### src/hdl/tcp_defines.svh
// constants for the wide timer capture and pwm block
`ifndef TCP_DEFINES_SVH
`define TCP_DEFINES_SVH
// register byte addresses on the i/o bus
`define TCP_ADDR_CNT_L   6'h2c
`define TCP_ADDR_CNT_H   6'h2d
`define TCP_ADDR_CMPA_L  6'h2a
`define TCP_ADDR_CMPA_H  6'h2b
`define TCP_ADDR_CMPB_L  6'h28
`define TCP_ADDR_CMPB_H  6'h29
`define TCP_ADDR_CAP_L   6'h26
`define TCP_ADDR_CAP_H   6'h27
// pwm top values
`define TCP_TOP_8        16'h00ff
`define TCP_TOP_9        16'h01ff
`define TCP_TOP_10       16'h03ff
`define TCP_ZERO16       16'h0000
`define TCP_ONE16        16'h0001
`define TCP_ALL_ONES16   16'hffff
// noise canceller sample count
`define TCP_NC_SAMPLES   3'h4
`define TCP_NC_MAX       3'h4
`define TCP_NC_ONE       3'h1
`define TCP_NC_ZERO      3'h0
// compare output mode field values
`define TCP_OM_CLR_UP    2'h2
`define TCP_OM_SET_UP    2'h3
`endif

### src/hdl/tcp_pkg.sv
// types for the wide timer capture and pwm block
package tcp_pkg;
  // pwm resolution select
  typedef enum logic [1:0] {
    TCP_RES_OFF,
    TCP_RES_8,
    TCP_RES_9,
    TCP_RES_10
  } tcp_res_t;
  // counting direction in pwm mode
  typedef enum logic {
    TCP_DIR_UP,
    TCP_DIR_DOWN
  } tcp_dir_t;
endpackage : tcp_pkg

### src/hdl/tcp_capture_filter.sv
// capture pin synchroniser, noise canceller and edge detector
`timescale 1ns/100ps
`include "tcp_defines.svh"
module tcp_capture_filter
  import tcp_pkg::*;
(
  // clock and reset
  input  wire logic clk,
  input  wire logic rst,
  // pin and control
  input  wire logic capture_input_pin,
  input  wire logic capture_edge_select,
  input  wire logic capture_noise_cancel,
  // capture trigger pulse
  output logic      capture_trig
);
  logic       sync1_r;    // first stage, read only by sync2_r
  logic       sync2_r;    // second stage
  logic       level_r;    // accepted filtered level
  logic [2:0] run_r;      // successive samples differing from level
  logic [2:0] run_nxt;
  logic       level_nxt;
  logic       changed;
  logic       want_edge;

  // count differing samples; canceller needs four in a row
  assign changed   = sync2_r != level_r;
  assign run_nxt   = !changed ? `TCP_NC_ZERO :
                     (run_r == `TCP_NC_MAX) ? run_r : run_r + `TCP_NC_ONE;
  assign level_nxt = changed && (!capture_noise_cancel ||
                     run_nxt == `TCP_NC_SAMPLES) ? sync2_r : level_r; // RL15
  // rising when select set, falling when cleared
  assign want_edge = (level_nxt != level_r) &&
                     (level_nxt == capture_edge_select); // RL14

  // two-flop synchroniser and filter state
  always_ff @(posedge clk) begin
    if (rst) begin
      sync1_r      <= 1'b0;
      sync2_r      <= 1'b0;
      level_r      <= 1'b0;
      run_r        <= `TCP_NC_ZERO;
      capture_trig <= 1'b0;
    end else begin
      sync1_r      <= capture_input_pin;
      sync2_r      <= sync1_r;
      level_r      <= level_nxt;
      run_r        <= level_nxt != level_r ? `TCP_NC_ZERO : run_nxt;
      capture_trig <= want_edge;
    end
  end
endmodule : tcp_capture_filter

### src/hdl/tcp_pwm_channel.sv
// one pwm compare channel: holding value, latch at top, output
`timescale 1ns/100ps
`include "tcp_defines.svh"
module tcp_pwm_channel
  import tcp_pkg::*;
(
  // clock and reset
  input  wire logic        clk,
  input  wire logic        rst,
  // counter state
  input  wire logic        pwm_on,
  input  wire logic        tick,
  input  wire logic [15:0] count,
  input  wire logic        dir_down,
  input  wire logic        at_top,
  // cpu write of full compare word
  input  wire logic        wr_en,
  input  wire logic [15:0] wr_data,
  input  wire logic [1:0]  out_mode,
  // results
  output logic [15:0]      rd_value,
  output logic             match,
  output logic             pin_out
);
  logic [15:0] active_r;   // value in use by the comparator
  logic [15:0] hold_r;     // most recent value written in pwm mode
  logic        pend_r;     // holding value waits for top
  logic        hit;
  logic        out_nxt;
  logic        eff_down;   // direction as seen by the output action

  // a hit at top acts as a down match and a hit at zero as an up
  // match, so a compare of zero or top gives a steady level
  assign eff_down = at_top || (dir_down && count != `TCP_ZERO16); // RL11

  // compare only ten low bits in pwm mode
  assign hit = pwm_on ? (count[9:0] == active_r[9:0]) :
                        (count == active_r); // RL7
  // reads show the newest written word
  assign rd_value = pend_r ? hold_r : active_r; // RL10
  // mode 10 clears going up, mode 11 sets going up
  always_comb begin
    out_nxt = pin_out;
    if (pwm_on && tick && hit) begin
      if (out_mode == `TCP_OM_CLR_UP) out_nxt = eff_down; // RL8
      else if (out_mode == `TCP_OM_SET_UP) out_nxt = !eff_down; // RL8
    end
  end

  // holding register moves at top, zero/top handled by match
  always_ff @(posedge clk) begin
    if (rst) begin
      active_r <= `TCP_ZERO16;
      hold_r   <= `TCP_ZERO16;
      pend_r   <= 1'b0;
      match    <= 1'b0;
      pin_out  <= 1'b0;
    end else begin
      if (wr_en && !pwm_on) begin
        active_r <= wr_data;
        pend_r   <= 1'b0;
      end else if (wr_en) begin
        hold_r <= wr_data; // RL9
        pend_r <= 1'b1;
      end else if (pend_r && at_top) begin
        active_r <= hold_r; // RL9
        pend_r   <= 1'b0;
      end
      match   <= tick && hit; // RL11
      pin_out <= out_nxt; // RL11
    end
  end
endmodule : tcp_pwm_channel

### src/hdl/tcp_timer.sv
// wide timer: input capture, phase-correct pwm, byte register access
// How it works
// RL1: capture edge snapshots counter, sets flag
// RL2: low read latches high byte into temp
// RL3: software reads low byte before high
// RL4: one temp byte shared; software masks interrupts
// RL5: pwm counts zero up to top, back
// RL6: eight, nine, ten bit top values
// RL7: compare counter with ten low bits
// RL8: mode field picks normal or inverted output
// RL9: pwm compare writes wait until top
// RL10: reads return newest written compare value
// RL11: zero or top drive fixed level
// RL12: overflow flag set leaving zero
// RL13: flag and mask and global request interrupt
// RL14: edge select picks rising or falling
// RL15: noise canceller needs four equal samples
`timescale 1ns/100ps
`include "tcp_defines.svh"
module tcp_timer
  import tcp_pkg::*;
(
  // clock and reset
  input  wire logic       clk,
  input  wire logic       rst,
  // i/o register bus from cpu core
  input  wire logic [5:0] io_addr,
  input  wire logic       io_rd,
  input  wire logic       io_wr,
  input  wire logic [7:0] io_wdata,
  output logic [7:0]      io_rdata,
  // control bits held outside this block
  input  wire logic       tick,
  input  wire tcp_res_t   pwm_res,
  input  wire logic [1:0] output_mode_a,
  input  wire logic [1:0] output_mode_b,
  input  wire logic       capture_edge_select,
  input  wire logic       capture_noise_cancel,
  // interrupt masks and flag clears
  input  wire logic       global_int_en,
  input  wire logic       mask_capture,
  input  wire logic       mask_overflow,
  input  wire logic       mask_cmp_a,
  input  wire logic       mask_cmp_b,
  input  wire logic       clr_capture,
  input  wire logic       clr_overflow,
  input  wire logic       clr_cmp_a,
  input  wire logic       clr_cmp_b,
  // pins
  input  wire logic       capture_input_pin,
  output logic            compare_output_a,
  output logic            compare_output_b,
  // flags and requests
  output logic            capture_event_flag,
  output logic            wide_overflow_flag,
  output logic            compare_flag_a,
  output logic            compare_flag_b,
  output logic            irq_capture,
  output logic            irq_overflow,
  output logic            irq_cmp_a,
  output logic            irq_cmp_b
);
  logic [15:0] wide_counter_r;    // the counter itself
  logic [15:0] wide_counter_nxt;
  logic [15:0] capture_snapshot_r; // read-only capture value
  logic [7:0]  temp_r;            // shared temporary byte
  tcp_dir_t    dir_r;             // pwm counting direction
  tcp_dir_t    dir_nxt;
  logic        pwm_on;
  logic [15:0] top;
  logic        at_top;
  logic        at_zero;
  logic        cap_trig;
  logic        leave_zero;
  logic [15:0] rd_a;
  logic [15:0] rd_b;
  logic        match_a;
  logic        match_b;
  logic        pin_a;
  logic        pin_b;
  logic        wr_cnt;
  logic        wr_a;
  logic        wr_b;
  logic [15:0] wr_word;
  logic        rd_low;
  logic [7:0]  rd_mux;
  logic [15:0] low_src;           // word behind the low byte being read

  // register map, byte wide, low byte on the even address:
  //   counter   2c low, 2d high
  //   compare a 2a low, 2b high
  //   compare b 28 low, 29 high
  //   capture   26 low, 27 high, read only
  // every high byte goes through temp_r in both directions, so
  // a 16-bit access is two bus cycles that must come in order:
  // writes high then low, reads low then high.
  // an interrupt handler that touches any of these words between
  // the two halves of a main-code access corrupts temp_r; the
  // block cannot detect this, software must mask interrupts.
  // high byte writes to an odd address load temp_r even for the
  // read-only capture word; its low byte write is simply dropped.

  // selects the high or low byte of a sixteen-bit word by the hi argument
  function automatic logic [7:0] pick_byte(input logic [15:0] w,
                                           input logic        hi);
    pick_byte = hi ? w[15:8] : w[7:0];
  endfunction : pick_byte

  // top from resolution
  assign pwm_on = pwm_res != TCP_RES_OFF;
  assign top    = (pwm_res == TCP_RES_8) ? `TCP_TOP_8 :
                  (pwm_res == TCP_RES_9) ? `TCP_TOP_9 :
                  `TCP_TOP_10; // RL6
  assign at_top  = pwm_on && wide_counter_r == top;
  assign at_zero = wide_counter_r == `TCP_ZERO16;

  // pwm turns at top and at zero; otherwise plain up count
  assign dir_nxt = !pwm_on ? TCP_DIR_UP :
                   at_top  ? TCP_DIR_DOWN :
                   at_zero ? TCP_DIR_UP : dir_r; // RL5
  assign wide_counter_nxt = (pwm_on && dir_nxt == TCP_DIR_DOWN) ?
                            wide_counter_r - `TCP_ONE16 :
                            wide_counter_r + `TCP_ONE16; // RL5
  // advancing away from zero marks overflow in pwm mode
  // in normal mode the flag marks the wrap from all ones instead
  assign leave_zero = pwm_on ? (tick && at_zero) :
                      (tick && wide_counter_r == `TCP_ALL_ONES16); // RL12

  // byte writes: high byte goes to temp, low byte commits all 16
  assign wr_word = {temp_r, io_wdata}; // RL4
  assign wr_cnt  = io_wr && io_addr == `TCP_ADDR_CNT_L;
  assign wr_a    = io_wr && io_addr == `TCP_ADDR_CMPA_L;
  assign wr_b    = io_wr && io_addr == `TCP_ADDR_CMPB_L;
  // low byte reads latch the high byte into temp
  assign rd_low  = io_rd && (io_addr == `TCP_ADDR_CAP_L ||
                   io_addr == `TCP_ADDR_CNT_L ||
                   io_addr == `TCP_ADDR_CMPA_L ||
                   io_addr == `TCP_ADDR_CMPB_L); // RL2
  // high half that a low byte read parks in temp_r
  assign low_src = (io_addr == `TCP_ADDR_CAP_L)  ? capture_snapshot_r :
                   (io_addr == `TCP_ADDR_CNT_L)  ? wide_counter_r :
                   (io_addr == `TCP_ADDR_CMPA_L) ? rd_a : rd_b;

  // read data select; high bytes return temp, not live data
  always_comb begin
    case (io_addr)
      `TCP_ADDR_CAP_L:  rd_mux = pick_byte(capture_snapshot_r, 1'b0);
      `TCP_ADDR_CNT_L:  rd_mux = pick_byte(wide_counter_r, 1'b0);
      `TCP_ADDR_CMPA_L: rd_mux = pick_byte(rd_a, 1'b0);
      `TCP_ADDR_CMPB_L: rd_mux = pick_byte(rd_b, 1'b0);
      `TCP_ADDR_CAP_H,
      `TCP_ADDR_CNT_H,
      `TCP_ADDR_CMPA_H,
      `TCP_ADDR_CMPB_H: rd_mux = temp_r; // RL2
      default:          rd_mux = 8'h00;
    endcase
  end

  // capture pin path
  // the filter sits behind its own two-flop synchroniser, so the
  // trigger lags the pin by at least three clocks; the counter
  // value snapshot is the one standing when the trigger arrives.
  // the lag is fixed, so software can subtract it if it matters.
  tcp_capture_filter u_cap (
    .clk                  (clk),
    .rst                  (rst),
    .capture_input_pin    (capture_input_pin),
    .capture_edge_select  (capture_edge_select),
    .capture_noise_cancel (capture_noise_cancel),
    .capture_trig         (cap_trig)
  );

  // both channels share the counter, direction and top detect;
  // only the write strobe and the output mode differ.
  // the compare words are read back through the channels so that
  // a pending pwm write shows the newest value.
  // channel a
  tcp_pwm_channel u_ch_a (
    .clk      (clk),
    .rst      (rst),
    .pwm_on   (pwm_on),
    .tick     (tick),
    .count    (wide_counter_r),
    .dir_down (dir_r == TCP_DIR_DOWN),
    .at_top   (at_top),
    .wr_en    (wr_a),
    .wr_data  (wr_word),
    .out_mode (output_mode_a),
    .rd_value (rd_a),
    .match    (match_a),
    .pin_out  (pin_a)
  );

  // channel b
  tcp_pwm_channel u_ch_b (
    .clk      (clk),
    .rst      (rst),
    .pwm_on   (pwm_on),
    .tick     (tick),
    .count    (wide_counter_r),
    .dir_down (dir_r == TCP_DIR_DOWN),
    .at_top   (at_top),
    .wr_en    (wr_b),
    .wr_data  (wr_word),
    .out_mode (output_mode_b),
    .rd_value (rd_b),
    .match    (match_b),
    .pin_out  (pin_b)
  );

  // counter, direction, temp byte and capture register
  // a cpu preset beats the tick in the same cycle, and the
  // direction is left alone then; after a preset above top while
  // counting up the counter runs up and wraps, which software must avoid.
  // temp_r has one writer: a high write beats a low read, they
  // cannot come together on a single-master bus anyway.
  // the snapshot takes the counter before this edge's update,
  // matching the value the trigger was raised against.
  always_ff @(posedge clk) begin
    if (rst) begin
      wide_counter_r     <= `TCP_ZERO16;
      dir_r              <= TCP_DIR_UP;
      temp_r             <= 8'h00;
      capture_snapshot_r <= `TCP_ZERO16;
    end else begin
      if (wr_cnt) wide_counter_r <= wr_word; // cpu preset wins
      else if (tick) begin
        wide_counter_r <= wide_counter_nxt;
        dir_r          <= dir_nxt;
      end
      // one temp shared by all four registers
      if (io_wr && io_addr[0]) temp_r <= io_wdata; // RL4
      else if (rd_low) temp_r <= pick_byte(low_src, 1'b1); // RL2
      if (cap_trig) capture_snapshot_r <= wide_counter_r; // RL1
    end
  end

  // sticky flags: a set in the clear cycle wins
  // losing an event is worse than a spurious second service, so
  // an event that lands on the clear strobe keeps the flag up.
  // the clear strobes are single-cycle pulses from outside.
  always_ff @(posedge clk) begin
    if (rst) begin
      capture_event_flag <= 1'b0;
      wide_overflow_flag <= 1'b0;
      compare_flag_a     <= 1'b0;
      compare_flag_b     <= 1'b0;
    end else begin
      capture_event_flag <= cap_trig | (capture_event_flag & ~clr_capture); // RL1
      wide_overflow_flag <= leave_zero |
                            (wide_overflow_flag & ~clr_overflow); // RL12
      compare_flag_a <= match_a | (compare_flag_a & ~clr_cmp_a); // RL13
      compare_flag_b <= match_b | (compare_flag_b & ~clr_cmp_b); // RL13
    end
  end

  // registered outputs: requests, pins, read data
  // every output leaves from a flop; this costs one cycle of lag
  // on the requests and pins but keeps glitches off the ports.
  // read data is zero outside a read so the bus can be or-ed.
  always_ff @(posedge clk) begin
    if (rst) begin
      irq_capture      <= 1'b0;
      irq_overflow     <= 1'b0;
      irq_cmp_a        <= 1'b0;
      irq_cmp_b        <= 1'b0;
      compare_output_a <= 1'b0;
      compare_output_b <= 1'b0;
      io_rdata         <= 8'h00;
    end else begin
      irq_capture  <= capture_event_flag & mask_capture & global_int_en; // RL13
      irq_overflow <= wide_overflow_flag & mask_overflow & global_int_en; // RL13
      irq_cmp_a    <= compare_flag_a & mask_cmp_a & global_int_en; // RL13
      irq_cmp_b    <= compare_flag_b & mask_cmp_b & global_int_en; // RL13
      compare_output_a <= pin_a;
      compare_output_b <= pin_b;
      io_rdata <= io_rd ? rd_mux : 8'h00;
    end
  end
endmodule : tcp_timer

### config.mk
export PLATFORM = sky130hd
export DESIGN_NAME = tcp_timer
export DESIGN_NICKNAME = d
export VERILOG_FILES = /design/src/hdl/tcp_pkg.sv /design/src/hdl/tcp_capture_filter.sv /design/src/hdl/tcp_pwm_channel.sv /design/src/hdl/tcp_timer.sv
export VERILOG_INCLUDE_DIRS = /design/src /design/src/hdl
export SDC_FILE = /design/constraint.sdc
export NUM_CORES = 1
export LEC_CHECK = 0
export BUFFER_PORTS_ARGS = -buffer_cell sky130_fd_sc_hd__buf_2
export CAP_MARGIN = 5
export CORE_UTILIZATION = 40
export DETAILED_ROUTE_END_ITERATION = 8
export HOLD_SLACK_MARGIN = 0.08
export MAX_ROUTING_LAYER = met4
export RECOVER_POWER = 50
export SKIP_LAST_GASP = 1
export SLEW_MARGIN = 25
export SYNTH_ARGS = -nofsm -noshare
export SYNTH_HDL_FRONTEND = slang
export SYNTH_SLANG_ARGS = --single-unit
### constraint.sdc
create_clock -name clk -period 4 [get_ports clk]
set_clock_uncertainty 0.15 [all_clocks]
set_input_delay 0.4 -clock clk [delete_from_list [all_inputs] [get_ports clk]]
set_output_delay 0.4 -clock clk [all_outputs]
set_load 0.005 [all_outputs]
-- Yosys cells after proc, flatten, opt, wreduce, memory -nomap -nowiden
Index checks and enable logic that the tools add are counted.
- input port bits: 37
- word-level logic and storage cells: 172
- output and inout port bits: 18
- register bits: 136
- add/subtract/negate cells: 3
- bitwise gates (word level): 24
- reductions and logical operators: 52
- equal/unequal tests: 27
- mux-type cells: 36
- operators with widths (operator ; number):
    16-bit two-way mux ; 14
    6-bit == test, second input constant ; 8
    8-bit one-hot mux with 5 select lines ; 1
    16-bit == test ; 2
    1-bit logical AND ; 21
    10-bit == test ; 2
    10-bit two-way mux ; 2
    2-bit nonzero test ; 9
    16-bit by 1-bit adder with 16-bit output, second input constant ; 1
    16-bit by 10-bit == test with 1-bit output ; 1
    16-bit == test, second input constant ; 1
    16-bit logical NOT ; 1
    8-bit two-way mux ; 2
    16-bit nonzero test ; 1
    16-bit by 1-bit subtractor with 16-bit output, second input constant ; 1
    1-bit two-way mux ; 15
    2-bit AND reduction ; 7
    1-bit AND ; 12
    2-bit == test, second input constant ; 5
    1-bit inverter ; 8
    2-bit OR reduction ; 4
    3-bit == test, second input constant ; 2
    3-bit two-way mux ; 2
    1-bit logical OR ; 5
    8 further kinds ; 15

-- Depth between registers and ports, before layout
- depth after elaboration: 11
- mapped depth: 14
- gate-level depth less buffers: 13

-- By module
From an unflattened synthesis, not the netlist that was laid out.
- cells, all modules: 872
- area total of the unflattened synthesis: 7616.1 um2
- by module, submodules not included (module ; times used ; area each (um2) ; cells an instance ; seq. area each (um2)):
    tcp_pwm_channel ; 2 ; 1886.8 ; 207 ; 700.7
    tcp_timer ; 1 ; 3510.9 ; 421 ; 1181.1
    tcp_capture_filter ; 1 ; 331.6 ; 37 ; 140.1

-- Least setup slack after synthesis
OpenSTA, ideal clock, no wires.
- path type: input to register
- from: input port pwm_res[0]
- to: register wide_counter_r[6]
- cell stages on the path: 13
- required time: 3.776 ns
- setup time: 0.074 ns
- data arrival time: 2.855 ns
- setup slack: 0.921 ns
- path buffers: 1
- cells stage by stage: inv_1 ha_1 xnor2_1 nor4_4 a21oi_4 buf_8 xnor2_1 ha_1 nor2_1 nand3_1 mux2_4 or3_1 a31oi_1
- cells in the longest elaborated chain, start to end: 11
- elaborated cells on any way between the ends: 13
- classes of those cells: 3 x eq/ne; 7 x mux; 3 x reduce/logical
- ends and longest elaborated chain (item ; RTL line ; source):
    start: declaration ; tcp_timer.sv:34 ; input wire tcp_res_t pwm_res,
    2-bit == test ; tcp_timer.sv:112 ; (pwm_res == TCP_RES_9) ? `TCP_TOP_9 :
    10-bit two-way mux (no source line) (2 in series) ; -- ;
    16-bit by 10-bit == test with 1-bit output ; tcp_timer.sv:114 ; assign at_top = pwm_on && wide_counter_r == top;
    1-bit logical AND ; tcp_timer.sv:114 ;
    1-bit two-way mux ; tcp_timer.sv:119 ; at_top ? TCP_DIR_DOWN :
    1-bit two-way mux ; tcp_timer.sv:118 ; assign dir_nxt = !pwm_on ? TCP_DIR_UP :
    1-bit logical AND * ; tcp_timer.sv:121 ; assign wide_counter_nxt = (pwm_on && dir_nxt == TCP_DIR_DOWN) ?
    16-bit two-way mux (no source line) * ; -- ;
    16-bit two-way mux * ; tcp_timer.sv:227 ; else if (tick) begin
    16-bit two-way mux * ; tcp_timer.sv:226 ; if (wr_cnt) wide_counter_r <= wr_word;
    end signal: assignment ; tcp_timer.sv:221 ; wide_counter_r <= `TCP_ZERO16;
    end signal: assignment ; tcp_timer.sv:226 ;
    end signal: assignment ; tcp_timer.sv:228 ; wide_counter_r <= wide_counter_nxt;
    end: declaration ; tcp_timer.sv:63 ; logic [15:0] wide_counter_r;
Every way passes the cells marked *; elsewhere a longest branch is shown, timed or not. The select of a mux whose other input is x is not followed.
A chain may end at the register's enable or synchronous reset.

-- Final worst setup path
- from: register wide_counter_r[2]
- to: register wide_counter_r[8]
- cells in the longest elaborated chain, start to end: 8
- elaborated cells on any way between the ends: 12
- classes of those cells: 2 x add/sub; 1 x eq/ne; 6 x mux; 3 x reduce/logical
- ends and longest elaborated chain (item ; RTL line):
    parallel branches: the longest is 5 deep, another holds 16-bit by 1-bit adder with 16-bit output ; --
    16-bit two-way mux (no source line) * ; --
    16-bit two-way mux * ; tcp_timer.sv:227
    16-bit two-way mux * ; tcp_timer.sv:226
Every way passes the cells marked *. The select of a mux whose other input is x is not followed.

==> results.json <==
{
  "antenna_found_initial": 0,
  "worst_pin_slew_ns": 2.83,
  "cts_buffers": 17,
  "wl_met2_mm": 9.12,
  "rsz0062_at_grt": "no",
  "grt_usage": 0.244,
  "synth_top_area_frac": 0.374,
  "min_period_over_period": 0.821,
  "cpMostUsedCell": "nand3_1",
  "ys_warn_count": 0,
  "post-place-cells": 1075,
  "top_layer": "met4",
  "leakagePower_nw": 3.19,
  "multi_input_area_um2": 4180,
  "io-pin-count": 55,
  "layout_commonest_cell": "dfxtp_1",
  "wl_mm": 21.4,
  "hold_path_class": "in2reg",
  "grt-ovfl-total": 0,
  "final_cell_mix": "135 x dfxtp_1, 117 x nor2_1, 101 x mux2i_1",
  "wire_per_inst_um": 19.3,
  "powerDensity_nw_per_um2": 401,
  "synth_top_area_cell": "dfxtp_1",
  "nets": 916,
  "nFillCells": 1720,
  "fp.dieW_um": 137,
  "vias": 6256,
  "drive_above_1_share": 0.129,
  "cp-start-kind": "flip-flop",
  "synth_cell_type_count": 63,
  "clock_latency_ns": 0.43,
  "grt_pass1_wl_mm": 32.9,
  "antenna_cells": 0,
  "status": "complete, but fails checks",
  "synth.avg_cell_area_um2": 8.63,
  "maxSlewHeadroom": -0.889,
  "finalSetupViolCount": 0,
  "ys_seq_elements": 136,
  "coreArea_um2": 17500,
  "die_h_um": 137,
  "stdcell_count": 1112,
  "slowest_stage": "dfxtp_1",
  "cap_violations": 2,
  "register_area_um2": 2720,
  "numClockSinks": 136,
  "crit_chain": "nand3_2 > nor4_4 > a21oi_4 > xnor2_1 > ha_1 > nor2_1 > nand3_1 > nor3_1 > mux2i_1 > or4_1 > nand3_1",
  "gp_congestion": 0.910,
  "ir_drop_mv": 0.274,
  "crit_family": "simple AND/OR/NAND/NOR gates",
  "drtIter0Drc": 709,
  "synth_edf_count": 0,
  "maxClockFrequency_mhz": 304,
  "period_minus_slack_ns": 3.28,
  "ctsHtreeMaxLevel": 4,
  "root_buffer": "clkbuf_16",
  "clk_pin_slew_worst_paths_ns": 0.06,
  "postCtsSetupRepairBufs": 0,
  "synth_ff_type": "dfxtp_1",
  "viasPerCell": 5.63,
  "worst_setup_path_end_kind": "flip-flop",
  "drv_slew": 81,
  "netlist_area_um2": 7280,
  "violations": "capacitance limit, slew limit",
  "std_cell_rows": 48,
  "drc_errors": 0,
  "drtPass1Iterations": 6,
  "max_stage_delay_ns": 0.67,
  "setup_tns_ns": 0,
  "first_global_vias": 5700,
  "dr_wl_met3_mm": 1.53,
  "worstPathRequired_ns": 4.21,
  "dpl.hpwl_mm": 14.5,
  "grt_max_degree": 72,
  "initial_core_util": 0.415,
  "port_buffers": 54,
  "met1_length_mm": 10.4,
  "cts_tree": "done",
  "synth_nets": 885,
  "path_buf_inv": 0,
  "hold_violations": 0,
  "die-area_um2": 18700,
  "arrival_ns": 3.50,
  "crit_type": "reg2reg",
  "drtAntennaViolNets": 0,
  "area_growth_syn_to_layout_pct": 13.6,
  "netlist_instances": 843,
  "cts_max_path_buffers": 2,
  "seq_area_frac_synth": 0.374,
  "final_util": 0.471,
  "synthTopCellsByArea": "dfxtp_1 37%, mux2i_1 14%, nor2_1 6.0%",
  "ys_async_sr_fraction": 0,
  "crit_fanout": 12
}
[state kept, by name, indices dropped and copies added (netlist names), 3 cells and up]
signal	cells
u_ch_a.active_r	16
u_ch_a.hold_r	16
capture_snapshot_r	16
u_ch_b.active_r	16
u_ch_b.hold_r	16
wide_counter_r	16
temp_r	8
u_cap.run_r	3
io_rdata	8
[layout make-up]
| cell class | instances | share of cell area |
|---|---|---|
| Clock buffer | 19 | 0.0536 |
| Clock inverter | 13 | 0.0177 |
| Inverter | 15 | 0.00681 |
| Multi-Input combinational cell | 626 | 0.506 |
| Sequential cell | 136 | 0.329 |
| Tap cell | 225 | 0.0341 |
| Timing Repair Buffer | 78 | 0.0525 |
[synth_stat cells (2+ instances only)]
master,instances
a2111oi_0,5
a211oi_1,30
a21oi_1,53
a222oi_1,8
a22o_1,5
a31oi_1,6
a32oi_1,3
and2_1,4
and3_1,9
and3b_1,2
and4_1,2
buf_1,3
buf_2,19
buf_4,6
buf_6,2
clkbuf_1,34
dfxtp_1,136
ha_1,5
inv_1,15
mux2_2,11
mux2i_1,101
nand2_1,82
nand2b_1,6
nand3_1,14
nand3_2,3
nand3b_1,6
nand4_1,11
nand4b_1,5
nor2_1,116
nor2b_1,15
nor3_1,9
nor3b_1,4
nor4_1,8
nor4_4,4
o211ai_1,3
o21ai_0,14
o22ai_1,6
o31ai_1,3
or2_2,2
or3_1,2
or4_1,5
xnor2_1,34
xor2_1,12
[timing repair]
item                      in CTS  in global routing
gates resized for setup        0                  0
hold buffers                   5                  0
hold endpoints to repair       5                  0
[final timing paths]
| check | depth (start not counted) | startpoint | end | slack, ns |
|---|---|---|---|---|
| max | 11 | wide_counter_r[2]$_SDFFE_PP0P_ | wide_counter_r[8]$_SDFFE_PP0P_ | 0.72 |
| min | 4 | clr_capture | capture_event_flag$_SDFF_PP0_ | 0.11 |
| max reg2reg | 11 | wide_counter_r[2]$_SDFFE_PP0P_ | wide_counter_r[8]$_SDFFE_PP0P_ | 0.72 |
| min reg2reg | 1 | u_cap.sync1_r$_SDFF_PP0_ | u_cap.sync2_r$_SDFF_PP0_ | 0.29 |
[power breakdown]
part / internal, W / leakage, nW / switching (W)
registers: 0.00138 / 1.10 / 0.0000531
logic: 0.000127 / 1.81 / 0.000184
clock network: 0.000939 / 0.284 / 0.000631
total: 0.00245 / 3.19 / 0.000868
[per-layer routing]
metal  up-vias  global-route usage
li1       3045                   -
met1      2946               0.344
met2       239               0.352
met3        26              0.0481
met4         0              0.0684
met5         -                   -
[through the flow]
step                total power [W]  hold WS (ns)  setup WS [ns]  area [µm²]
floorplan                   0.00166         0.263          0.921        7280
global placement            0.00177         0.275          0.758        7660
detailed placement          0.00177         0.277          0.726        7660
CTS                         0.00333         0.110          0.755        8300
global route                0.00343         0.149          0.412        8270
finish                      0.00332         0.115          0.715        8270
[worst min-delay path, stage by stage]
cell and delay [ns]:
buf_2 0.09, inv_1 0.04, a21oi_1 0.05, nor2_1 0.07
[logic make-up (layout without fill, tap and decap cells)]
kind of cell / after synthesis / after routing / synth area share
AND/OR/NAND/NOR: 317 / 317 / 0.220
AO/OA/AOI/OAI: 145 / 145 / 0.132
flip-flops: 136 / 136 / 0.374
multiplexers: 113 / 113 / 0.158
buffers and inverters: 81 / 125 / 0.0519
XOR/XNOR: 46 / 46 / 0.0554
adder cells (fa/ha/maj): 5 / 5 / 0.00860
Power figures use the tool's default switching activity.
